--- config.mk ---
export PLATFORM = sky130hd
export DESIGN_NAME = pll_clock_configuration
export DESIGN_NICKNAME = d
export VERILOG_FILES = /design/src/pll_clk_pkg.sv /design/src/tick_divider.sv /design/src/pll_clock_configuration.sv
export VERILOG_INCLUDE_DIRS = /design/src
export SDC_FILE = /design/constraint.sdc
export NUM_CORES = 1
export LEC_CHECK = 0
export ABC_AREA = 1
export ABC_CLOCK_PERIOD_IN_PS = 2500
export BUFFER_PORTS_ARGS = -buffer_cell sky130_fd_sc_hd__buf_2
export CAP_MARGIN = 20
export CORE_MARGIN = 4
export CORE_UTILIZATION = 53
export DETAILED_ROUTE_END_ITERATION = 8
export PLACE_DENSITY = 0.82
export SLEW_MARGIN = 40
export SYNTH_ARGS = -nofsm -noshare
export SYNTH_HDL_FRONTEND = slang
export SYNTH_SLANG_ARGS = --single-unit
--- constraint.sdc ---
create_clock -name sys_clk -period 2.5 [get_ports sys_clk]
set_input_delay 0.625 -clock sys_clk [delete_from_list [all_inputs] [get_ports sys_clk]]
set_output_delay 0.625 -clock sys_clk [all_outputs]
set_load 0.05 [all_outputs]
--- src/pll_clk_cfg.svh ---
// Constants for the PLL clock configuration block.
// Assumes a 20 MHz system clock and a plain strobe register port.
`ifndef PLL_CLK_CFG_SVH
`define PLL_CLK_CFG_SVH

// ****************************************************************
// Register offsets
// ****************************************************************
`define ADDR_W          8
`define OFS_CLK_CTL     8'h00
`define OFS_CLK_STATUS  8'h04

// ****************************************************************
// Field positions of the clock control register
// ****************************************************************
`define PRE_LSB         0
`define PRE_MSB         4
`define MULT_LSB        8
`define MULT_MSB        15
`define RANGE_BIT       16
`define SRC_LSB         17
`define SRC_MSB         18

// ****************************************************************
// Field positions of the status register
// ****************************************************************
`define ST_ERR_BIT      0
`define ST_DIV_LSB      1
`define ST_DIV_MSB      3
`define ST_MULT_LSB     4
`define ST_MULT_MSB     12

// ****************************************************************
// Encodings, limits and reset values
// ****************************************************************
`define PRE_MAX         5'h08
`define SRC_DIV1        2'h3
`define SRC_DIV2        2'h1
`define RST_PRE         5'h00
`define RST_MULT        8'h13
`define RST_RANGE       1'h0
`define RST_SRC         2'h1

`endif

--- src/pll_clk_pkg.sv ---
// Types shared by the PLL clock configuration files.
// Assumes pll_clk_cfg.svh supplies the field widths in use here.
package pll_clk_pkg;

	// One complete setting of the clock synthesis path.
	typedef struct packed {
		logic [1:0] core_source_select;
		logic       vco_range_select;
		logic [7:0] loop_multiply_factor;
		logic [4:0] pre_divide_factor;
	} clk_cfg_s;

	// Derived ratios presented to the clock tree.
	typedef struct packed {
		logic [8:0] loop_multiplier;
		logic       vco_halved;
		logic [2:0] core_division;
	} clk_ratio_s;

endpackage

--- src/tick_divider.sv ---
// Divides the reference clock into a one-cycle enable pulse every ratio+1 cycles.
// Assumes restart is high for one cycle whenever the ratio changes.
`timescale 1ns/1ps

module tick_divider (
	input  wire logic       sys_clk,
	input  wire logic       srst,
	input  wire logic       restart,
	input  wire logic [4:0] ratio,
	output logic            tick
);

	logic [4:0] count_r;

	always_ff @(posedge sys_clk) begin
		if (srst || restart) begin
			count_r <= 5'h00;
			tick    <= 1'b0;
		end else if (count_r == ratio) begin
			count_r <= 5'h00;
			tick    <= 1'b1;
		end else begin
			count_r <= count_r + 5'h01;
			tick    <= 1'b0;
		end
	end

endmodule // tick_divider

--- src/pll_clock_configuration.sv ---
// Clock configuration logic: holds the clock control register and derives the ratios.
// Assumes software drives a one-cycle write or read strobe on the sys_clk domain.
//
// Notes on behaviour
// - The pre-divide field sets the input divider ratio, whose output feeds the multiplier.
// - The loop multiply field sets the multiplier ratio, whose output forms the VCO path.
// - The range select field chooses the frequency range of the PLL output.
// - The source select field chooses the source that drives the core clock.
// - A pre-divide value n divides by n+1, with encodings 0x00 to 0x08 only.
// - The loop output is the pre-divided clock times the multiply field plus one.
// - Range 1 passes the loop output as the VCO clock, range 0 halves it.
// - Source 11 with range 0 or 01 with range 1 divides by 2, 01 with range 0 by 4.
//
// Design decisions made here: the address map and the strobed register port.
`timescale 1ns/1ps
`include "pll_clk_cfg.svh"

module pll_clock_configuration (
	input  wire logic                       sys_clk,
	input  wire logic                       srst,
	input  wire logic [`ADDR_W-1:0]         reg_addr,
	input  wire logic [31:0]                reg_wdata,
	input  wire logic                       reg_wr,
	input  wire logic                       reg_rd,
	output logic      [31:0]                reg_rdata,
	output logic                            pre_div_tick,
	output pll_clk_pkg::clk_ratio_s         clk_ratio,
	output logic                            config_error
);
	import pll_clk_pkg::*;

	// ****************************************************************
	// Register port
	// ****************************************************************
	clk_cfg_s   clock_control_register_r;
	clk_cfg_s   applied_r;
	clk_cfg_s   wcfg;
	logic       ctl_wr;
	logic       wcfg_ok;
	logic       apply_r;
	logic [2:0] div_nxt;

	always_comb begin
		wcfg.pre_divide_factor    = reg_wdata[`PRE_MSB:`PRE_LSB];
		wcfg.loop_multiply_factor = reg_wdata[`MULT_MSB:`MULT_LSB];
		wcfg.vco_range_select     = reg_wdata[`RANGE_BIT];
		wcfg.core_source_select   = reg_wdata[`SRC_MSB:`SRC_LSB];
	end

	assign ctl_wr = reg_wr && (reg_addr == `OFS_CLK_CTL);
	// Undocumented sources and the reserved divide-by-one pairing are never applied.
	assign wcfg_ok = (wcfg.pre_divide_factor <= `PRE_MAX) &&
		((wcfg.core_source_select == `SRC_DIV2) ||
		((wcfg.core_source_select == `SRC_DIV1) && !wcfg.vco_range_select));

	always_ff @(posedge sys_clk) begin
		if (srst) begin
			clock_control_register_r <= {`RST_SRC, `RST_RANGE, `RST_MULT, `RST_PRE};
		end else if (ctl_wr) begin
			clock_control_register_r <= wcfg;
		end
	end

	// A rejected setting leaves the clock tree on the last good one.
	always_ff @(posedge sys_clk) begin
		if (srst) begin
			applied_r <= {`RST_SRC, `RST_RANGE, `RST_MULT, `RST_PRE};
			apply_r   <= 1'b0;
		end else begin
			apply_r <= ctl_wr && wcfg_ok;
			if (ctl_wr && wcfg_ok) begin
				applied_r <= wcfg;
			end
		end
	end

	always_ff @(posedge sys_clk) begin
		if (srst) begin
			config_error <= 1'b0;
		end else if (ctl_wr) begin
			config_error <= !wcfg_ok;
		end
	end

	always_ff @(posedge sys_clk) begin
		if (srst) begin
			reg_rdata <= 32'h0000_0000;
		end else if (reg_rd && reg_addr == `OFS_CLK_CTL) begin
			reg_rdata <= 32'h0000_0000;
			reg_rdata[`PRE_MSB:`PRE_LSB]   <= clock_control_register_r.pre_divide_factor;
			reg_rdata[`MULT_MSB:`MULT_LSB] <= clock_control_register_r.loop_multiply_factor;
			reg_rdata[`RANGE_BIT]          <= clock_control_register_r.vco_range_select;
			reg_rdata[`SRC_MSB:`SRC_LSB]   <= clock_control_register_r.core_source_select;
		end else if (reg_rd && reg_addr == `OFS_CLK_STATUS) begin
			reg_rdata <= 32'h0000_0000;
			reg_rdata[`ST_ERR_BIT]             <= config_error;
			reg_rdata[`ST_DIV_MSB:`ST_DIV_LSB] <= clk_ratio.core_division;
			reg_rdata[`ST_MULT_MSB:`ST_MULT_LSB] <= clk_ratio.loop_multiplier;
		end else begin
			reg_rdata <= 32'h0000_0000;
		end
	end

	// ****************************************************************
	// Ratio derivation
	// ****************************************************************
	always_comb begin
		if (applied_r.core_source_select == `SRC_DIV1) begin
			div_nxt = 3'h2;
		end else if (applied_r.vco_range_select) begin
			div_nxt = 3'h2;
		end else begin
			div_nxt = 3'h4;
		end
	end

	always_ff @(posedge sys_clk) begin
		if (srst) begin
			clk_ratio <= '0;
		end else begin
			clk_ratio.loop_multiplier <= {1'b0, applied_r.loop_multiply_factor} + 9'h001;
			clk_ratio.vco_halved      <= !applied_r.vco_range_select;
			clk_ratio.core_division   <= div_nxt;
		end
	end

	// The divider restarts on every new setting so no short pulse escapes.
	tick_divider u_pre_divider (
		.sys_clk (sys_clk),
		.srst    (srst),
		.restart (apply_r),
		.ratio   (applied_r.pre_divide_factor),
		.tick    (pre_div_tick)
	);

	logic [5:0] since_r;
	logic       first_r;

	always_ff @(posedge sys_clk) begin
		if (srst || apply_r) begin
			since_r <= 6'h00;
			first_r <= 1'b1;
		end else if (pre_div_tick) begin
			since_r <= 6'h00;
			first_r <= 1'b0;
		end else begin
			since_r <= since_r + 6'h01;
		end
	end
endmodule // pll_clock_configuration

==> results of run 1 <==
==> final timing paths <==
kind | from | end | slack (ns) | cells after the start
min reg2reg | clock_control_register_r[15] | reg_rdata[18] | 0.43 | 2
max reg2reg | applied_r[5] | clk_ratio[10] | 1.36 | 6
max | reg_addr[7] | clock_control_register_r[11] | 0.87 | 7
min | clock_control_register_r[15] | reg_rdata[18] | 0.43 | 2
==> sequential cells by signal, summed over array words and instances (netlist names) <==
signal and flops:
u_pre_divider.count_r 5, applied_r 16, reg_rdata 19, apply_r 1, u_pre_divider.tick 1, config_error 1
clk_ratio 12, clock_control_register_r 16
==> cell type report <==
class / count / area [um2] / area share
Timing Repair Buffer: 63 / 323 / 0.101
Inverter: 27 / 101 / 0.0317
Clock inverter: 6 / 60.1 / 0.0188
Tap cell: 67 / 83.8 / 0.0262
Multi-Input combinational cell: 229 / 1070 / 0.336
Sequential cell: 71 / 1420 / 0.444
Clock buffer: 10 / 138 / 0.0430
==> synth_stat cells, types with 2 or more instances <==
cell / count / area [um2]
o21ai_0: 13 / 65.1
xnor2_1: 2 / 17.5
nor3_1: 3 / 15.0
clkbuf_1: 3 / 11.3
nor2_1: 68 / 255
inv_1: 25 / 93.8
dfxtp_1: 71 / 1420
a21oi_1: 4 / 20.0
clkinv_1: 2 / 7.51
nand2_1: 61 / 229
buf_6: 2 / 22.5
ha_1: 2 / 25.0
buf_2: 4 / 20.0
buf_4: 16 / 120
xor2_1: 6 / 52.6
nand2_2: 2 / 12.5
nand3_1: 47 / 235
==> kinds of logic (layout without fill, tap and decap cells) <==
kind of cell	Yosys count	in the layout	share of synthesized area
fa+ha+maj	2	2	0.00921
simple gates	188	188	0.308
compound gates	17	17	0.0313
other cells	1	14	0.00138
buf+inv	52	106	0.101
xor+xnor	8	8	0.0258
flops	71	71	0.523
==> layer usage <==
layer  wire length [um]  vias to the layer above
li1                   -                     1167
met1               2400                     1004
met2               2590                       69
met3                360                       14
met4                159                        0
met5                  0                        -
==> stage by stage <==
step	cell area, um2	util
after floorplan	2770	-
after global placement	3000	0.620
after detailed placement	3000	0.620
after CTS	3200	0.660
after global routing	3200	0.660
final	3200	0.660
==> worst max-delay path: stages <==
cell     delay (ns)
buf_2          0.09
nor2_1         0.11
nand2_2        0.13
nor3_2         0.49
buf_4          0.29
nor2_1         0.06
nor2_1         0.10
==> power breakdown <==
group / switching (W) / total, W / leakage (nW) / internal, W
clock network: 0.000414 / 0.000896 / 0.0981 / 0.000482
registers: 0.00000187 / 0.00114 / 0.574 / 0.00114
logic: 0.000109 / 0.000138 / 0.917 / 0.0000282
total: 0.000525 / 0.00217 / 1.59 / 0.00165
==> flow_summary.toml, run 1 <==
[run_status]
status = "complete, no violations"

[clock_tree]
path_clk_slew_ns = 0.07
cts_root_buffer = "clkbuf_8"
cts.sinks = 71
cts_setup_buffers = 0
holdBufCountCts = 0
clk_latency_ns = 0.34
cts.path.max_buffers = 2
numCtsBuffers = 9
cts_tree = "yes"
h-tree-depth = 3
cts_resized = 0

[global_route]
use_met2 = 0.302
antenna_found_initial = 0
grt_use_met3 = 0.0406
busiest_layer = "met2"
grt_remaining_overflow = 0
grt_usage = 0.184
grt_pass1_vias = 2015
grt_start_max_net_pins = 49
grtUsageMet1 = 0.217
grt_pass1_wl_um = 8950

[synthesis]
synth_top_flop_cell = "dfxtp_1"
syn-instance-count = 339
synthesis.area_mm2 = 0.00272
synth_edf_count = 0
yosysWarnings = 0
synth_cell_types = 25
avgSynthCellArea_um2 = 8.02
synthArstFlopShare = 0
yosysSeqAreaShare = 0.523
synth-seq-cells = 71

[power]
powerDensity_mw_per_mm2 = 678
p_leak_nw = 1.59
ir_drop_v = 0.000460
p_total_w = 0.00217

[routing]
via_per_inst = 4.77
num_vias = 2254
first_pass_iters = 4
remaining_drc_errors = 0
ant_nets = 0
wl_per_cell_um = 11.7
drt_wl_total_um = 5510
drtIter0Drc = 140

[placement]
pre_cts_slack_ns = 0.508
placed_cells = 457
gp_congestion = 0.803
port_buffers = 60
dp_hpwl_um = 3990

[cells_and_area]
fin_cells = 473
layout_common_cells = "dfxtp_1 (71), nor2_1 (68), nand2_1 (61)"
area_growth_pct = 17.8
diodes = 0
layout.nets = 447
layout_commonest_cell = "dfxtp_1"
fillCellCount = 424
layout-drive-gt1-share = 0.217

[worst_setup_path]
crit_path_end_kind = "flop"
arrival_ns = 1.91
critPathMaxFanout = 12
critPathKind = "in -> reg"
startpoint_type = "primary input"
required_ns = 2.77

[sta]
hold-worst-slack_ns = 0.426
clock_skew_ns = 0.00632
timing.fmax_mhz = 612
slew_headroom = 0.635
tightest_slew_ns = 0.545
tns_ns = 0
finalHoldViolations = 0
setup_viol = 0
postLayoutSetupSlackWorst_ns = 0.865
min_period_ns = 1.63
grt_setup_unrepaired = "no"
slew_violations = 0
finalCritPeriodShare = 0.654

[die]
dieArea_mm2 = 0.00634
die_x_um = 79.6
row_count = 25
die_h_um = 79.6
coreArea_mm2 = 0.00485
start_util = 0.561
pin_count = 91

[job]
max_cap_violations = 0

[hold_path]
hold_path.class = "reg -> reg"
Power figures use the tool's default switching activity.
==> run 2, diff against run 1 <==
--- a/config.mk
+++ b/config.mk
@@ -7,13 +7,13 @@
 export NUM_CORES = 1
 export LEC_CHECK = 0
 export ABC_AREA = 1
-export ABC_CLOCK_PERIOD_IN_PS = 2500
+export ABC_CLOCK_PERIOD_IN_PS = 1500
 export BUFFER_PORTS_ARGS = -buffer_cell sky130_fd_sc_hd__buf_2
 export CAP_MARGIN = 20
 export CORE_MARGIN = 4
-export CORE_UTILIZATION = 53
+export CORE_UTILIZATION = 45
 export DETAILED_ROUTE_END_ITERATION = 8
-export PLACE_DENSITY = 0.82
+export PLACE_DENSITY = 0.74
 export SLEW_MARGIN = 40
 export SYNTH_ARGS = -nofsm -noshare
 export SYNTH_HDL_FRONTEND = slang
==> constraint.sdc (replaced) <==
create_clock -name sys_clk -period 1.5 [get_ports sys_clk]
set_input_delay 0.375 -clock sys_clk [delete_from_list [all_inputs] [get_ports sys_clk]]
set_output_delay 0.375 -clock sys_clk [all_outputs]
set_load 0.05 [all_outputs]
==> run 2 against run 1 <==
Compared with the run above:
- utilization is 10 points lower
- cell area is 2.3% higher
- die area is 16% higher
- sequential power is 67% higher
- non-clock buffer count is 7 higher
- critical endpoint is now config_error
==> flow_summary.toml, run 2 (synthesized netlist as in run 1, its figures left out) <==
[sta]
grt_setup_unrepaired = "no"
finalCritPeriodShare = 0.922
min_period_ns = 1.38
slew_violations = 0
postLayoutSetupSlackWorst_ns = 0.118
clock_skew_ns = 0.00640
finalHoldViolations = 0
setup_viol = 0
hold-worst-slack_ns = 0.252
timing.fmax_mhz = 723

[worst_setup_path]
critPathKind = "reg -> out"
arrival_ns = 1.01
rrSetupSlack_ns = 0.32
crit_path_end_kind = "output port"
reg2reg_from = "applied_r[7]"
path_cells = "buf_2"
startpoint_type = "flop"
required_ns = 1.12
max_stage_delay_ns = 0.38
path_buf_inv = 1
critPathMaxFanout = 3
timing.reg2reg.worst_path_depth = 7
reg2reg_to = "clk_ratio[11]"
crit_slowest_cell = "dfxtp_1"
critPathTopFamily = "flip-flops"

[placement]
placed_area_mm2 = 0.00308
port_buffers = 60
dp_hpwl_um = 4230
pre_cts_slack_ns = -0.0317
gp_congestion = 0.806

[global_route]
grt_usage = 0.164
grt_start_max_net_pins = 34
grt_pass1_wl_um = 9260
grt_pass1_vias = 2101
antenna_found_initial = 0
grt_remaining_overflow = 0

[routing]
remaining_drc_errors = 0
drt_wl_total_um = 5660
wl_per_cell_um = 11.6
drtIter0Drc = 104
ant_nets = 0
num_vias = 2233
first_pass_iters = 4
via_per_inst = 4.58

[die]
coreArea_mm2 = 0.00589
pin_count = 91
start_util = 0.462
die_x_um = 85.7
dieArea_mm2 = 0.00735
row_count = 28
die_h_um = 85.7

[cells_and_area]
largest_register = "reg_rdata"
diodes = 0
area_growth_pct = 20.6
layout-drive-gt1-share = 0.230
layout_common_cells = "dfxtp_1 (71), nor2_1 (68), nand2_1 (61)"
fillCellCount = 581
largest_register_ffs = 19
fin_area_mm2 = 0.00328
reg_top3 = "reg_rdata (19), applied_r (16), clock_control_register_r (16)"
layout_commonest_cell = "dfxtp_1"
layout.nets = 454

[clock_tree]
cts_root_buffer = "clkbuf_8"
cts_resized = 0
cts_tree = "yes"
cts_setup_buffers = 0
path_clk_slew_ns = 0.08
holdBufCountCts = 0
clk_latency_ns = 0.34
cts.path.max_buffers = 2
numCtsBuffers = 9
cts.sinks = 71
h-tree-depth = 3

[power]
p_leak_nw = 1.62
ir_drop_v = 0.000797
p_total_w = 0.00363
powerDensity_mw_per_mm2 = 1110

[run_status]
status = "complete, no violations"

[hold_path]
hold_path.class = "in -> reg"
min_to = "clock_control_register_r[14]"
hold_depth = 3
hp-start = "reg_wdata[17]"

[job]
max_cap_violations = 0
==> run 2: changes by cell type in the layout (fill, tap and decap cells not counted) <==
cell,previous run,this run
buf_4,3,9
buf_12,0,1
==> run 2: worst max path at each step <==
stage	to	slack, ns	cells after the start	startpoint
2_1_floorplan	applied_r[0]	0.23	7	reg_addr[7]
3_3_place_gp	clock_control_register_r[15]	0.006	8	reg_addr[7]
3_5_place_dp	applied_r[13]	-0.03	8	reg_addr[7]
4_1_cts	config_error	0.11	1	config_error
5_1_grt	config_error	0.08	1	config_error
6_report	config_error	0.12	1	config_error
==> run 2: stage by stage <==
| step | TNS [ns] | std cells | utilization |
|---|---|---|---|
| global route | 0 | 488 | 0.557 |
| detailed placement | -0.0416 | 472 | 0.523 |
| global placement | 0 | 472 | 0.523 |
| finish | 0 | 488 | 0.557 |
| floorplan | 0 | 352 | - |
| CTS | 0 | 488 | 0.557 |
==> run 2: report_power, final <==
part	internal, W	leakage, nW	switching, W	total, W
combinational	0.0000532	0.952	0.000182	0.000235
sequential	0.00189	0.574	0.00000316	0.00190
clock	0.000803	0.0981	0.000699	0.00150
==> run 2: final cells by class <==
cell class              count  area (um2)  share of cell area
clock buffers              10         138              0.0420
inverters                  27         101              0.0309
well taps                  75        93.8              0.0286
multi-input cells         229        1070               0.328
clock inverters             6        60.1              0.0183
repair buffers             70         388               0.118
flip-flops and latches     71        1420               0.434
==> run 2: metal layers <==
metal,GRT usage,part of all wire,up-vias
li1,-,-,1173
met1,0.187,0.44,988
met2,0.273,0.47,63
met3,0.0682,0.078,9
met4,0.0647,0.013,0
met5,0,0,-
==> run 3, diff against run 2 <==
--- a/config.mk
+++ b/config.mk
@@ -10,6 +10,7 @@
 export ABC_CLOCK_PERIOD_IN_PS = 1500
 export BUFFER_PORTS_ARGS = -buffer_cell sky130_fd_sc_hd__buf_2
 export CAP_MARGIN = 20
+export CORE_ASPECT_RATIO = 0.9
 export CORE_MARGIN = 4
 export CORE_UTILIZATION = 45
 export DETAILED_ROUTE_END_ITERATION = 8
==> run 3 against run 2 <==
Compared with the run above:
- clock skew is 0.0017 ns lower
- via count increased by 0.22%
- register-to-register slack gained 0.06 ns
- first-iteration DRC count is 29% lower
- combinational power hardly changed
- cell area is 0.38% higher
- utilization is 1.5 points higher
- die area barely moved
- flip-flop and latch count unchanged
==> flow_summary.toml, run 3 (synthesized netlist as in run 1, its figures left out) <==
[run_status]
status = "complete, no violations"

[worst_setup_path]
startpoint_type = "flop"
path_cells = "buf_2"
critPathMaxFanout = 3
crit_path_end_kind = "output port"
arrival_ns = 0.98
critPathKind = "reg -> out"
crit_slowest_cell = "dfxtp_1"
critPathTopFamily = "flip-flops"
path_buf_inv = 1
max_stage_delay_ns = 0.37
required_ns = 1.12

[power]
p_leak_nw = 1.64
ir_drop_v = 0.000928
powerDensity_mw_per_mm2 = 1150

[global_route]
grt_pass1_vias = 2027
grt_remaining_overflow = 0
grt_usage = 0.162
antenna_found_initial = 0
grt_start_max_net_pins = 32
grt_pass1_wl_um = 9180

[die]
dieArea_mm2 = 0.00735
coreArea_mm2 = 0.00576
die_h_um = 81.7
pin_count = 91
die_x_um = 89.9
start_util = 0.472
row_count = 26

[clock_tree]
cts_tree = "yes"
holdBufCountCts = 0
clk_latency_ns = 0.34
cts.sinks = 71
numCtsBuffers = 9
path_clk_slew_ns = 0.07
cts.path.max_buffers = 2
cts_resized = 0
h-tree-depth = 3
cts_root_buffer = "clkbuf_8"
cts_setup_buffers = 0

[routing]
wl_per_cell_um = 11.2
drtIter0Drc = 74
drt_wl_total_um = 5420
first_pass_iters = 4
num_vias = 2238
remaining_drc_errors = 0
via_per_inst = 4.62
ant_nets = 0

[job]
max_cap_violations = 0

[cells_and_area]
largest_register_ffs = 19
layout_common_cells = "dfxtp_1 (71), nor2_1 (68), nand2_1 (61)"
fin_cells = 484
multi_input_area_mm2 = 0.00107
utilization = 0.571
reg_top3 = "reg_rdata (19), applied_r (16), clock_control_register_r (16)"
register_area_mm2 = 0.00142
fillCellCount = 579
layout_commonest_cell = "dfxtp_1"
layout.nets = 455
largest_register = "reg_rdata"
layout-drive-gt1-share = 0.232
diodes = 0
area_growth_pct = 21.0

[sta]
slew_violations = 0
grt_setup_unrepaired = "no"
finalHoldViolations = 0
finalCritPeriodShare = 0.906
clock_skew_ns = 0.00467
timing.fmax_mhz = 736
setup_viol = 0
tns_ns = 0
min_period_ns = 1.36

[placement]
gp_congestion = 0.887
dp_hpwl_um = 4120
placed_cells = 468
port_buffers = 60

[hold_path]
hold_path.class = "in -> reg"
## run 3: cell count changes in the layout (fill, tap and decap cells not counted), sizes merged
cell | before | now
clkinvlp | 2 | 0
clkinv | 5 | 6
bufinv | 1 | 2
buf | 70 | 71
## run 3: final cells by class
cell class | instances | area share
clock buffer | 10 | 0.0418
clock inverter | 6 | 0.0255
inverter | 27 | 0.0308
multi-input combinational | 229 | 0.327
sequential | 71 | 0.432
tap | 70 | 0.0266
timing repair buffer | 71 | 0.116
## run 3: through the flow
step,instance area (um2),power (W),setup slack [ns],hold slack [ns]
floorplan,2770,0.00213,0.228,0.398
global placement,3070,0.00217,0.0171,0.417
detailed placement,3070,0.00218,-0.00632,0.413
CTS,3290,0.00382,0.112,0.229
global route,3290,0.00394,0.0740,0.233
finish,3290,0.00378,0.141,0.252
## run 3: path summary, 6_finish.rpt
| check | end | slack, ns | start | cells after the start |
|---|---|---|---|---|
| worst max-delay path | config_error | 0.14 | config_error | 1 |
| worst min-delay path | clock_control_register_r[14] | 0.25 | reg_wdata[17] | 3 |
| worst max register to register | clk_ratio[11] | 0.38 | applied_r[7] | 7 |
| worst min register to register | reg_rdata[5] | 0.42 | clk_ratio[5] | 2 |
## run 3: layer usage
layer  global-route usage  part of all wire
met1                0.189              0.45
met2                0.264              0.46
met3               0.0696             0.076
met4               0.0688             0.016
met5                    0                 0
## run 3: where the power goes
part	switching, W	total [W]	internal [W]
registers	0.00000309	0.00190	0.00189
clock network	0.000672	0.00165	0.000975
logic	0.000183	0.000236	0.0000531
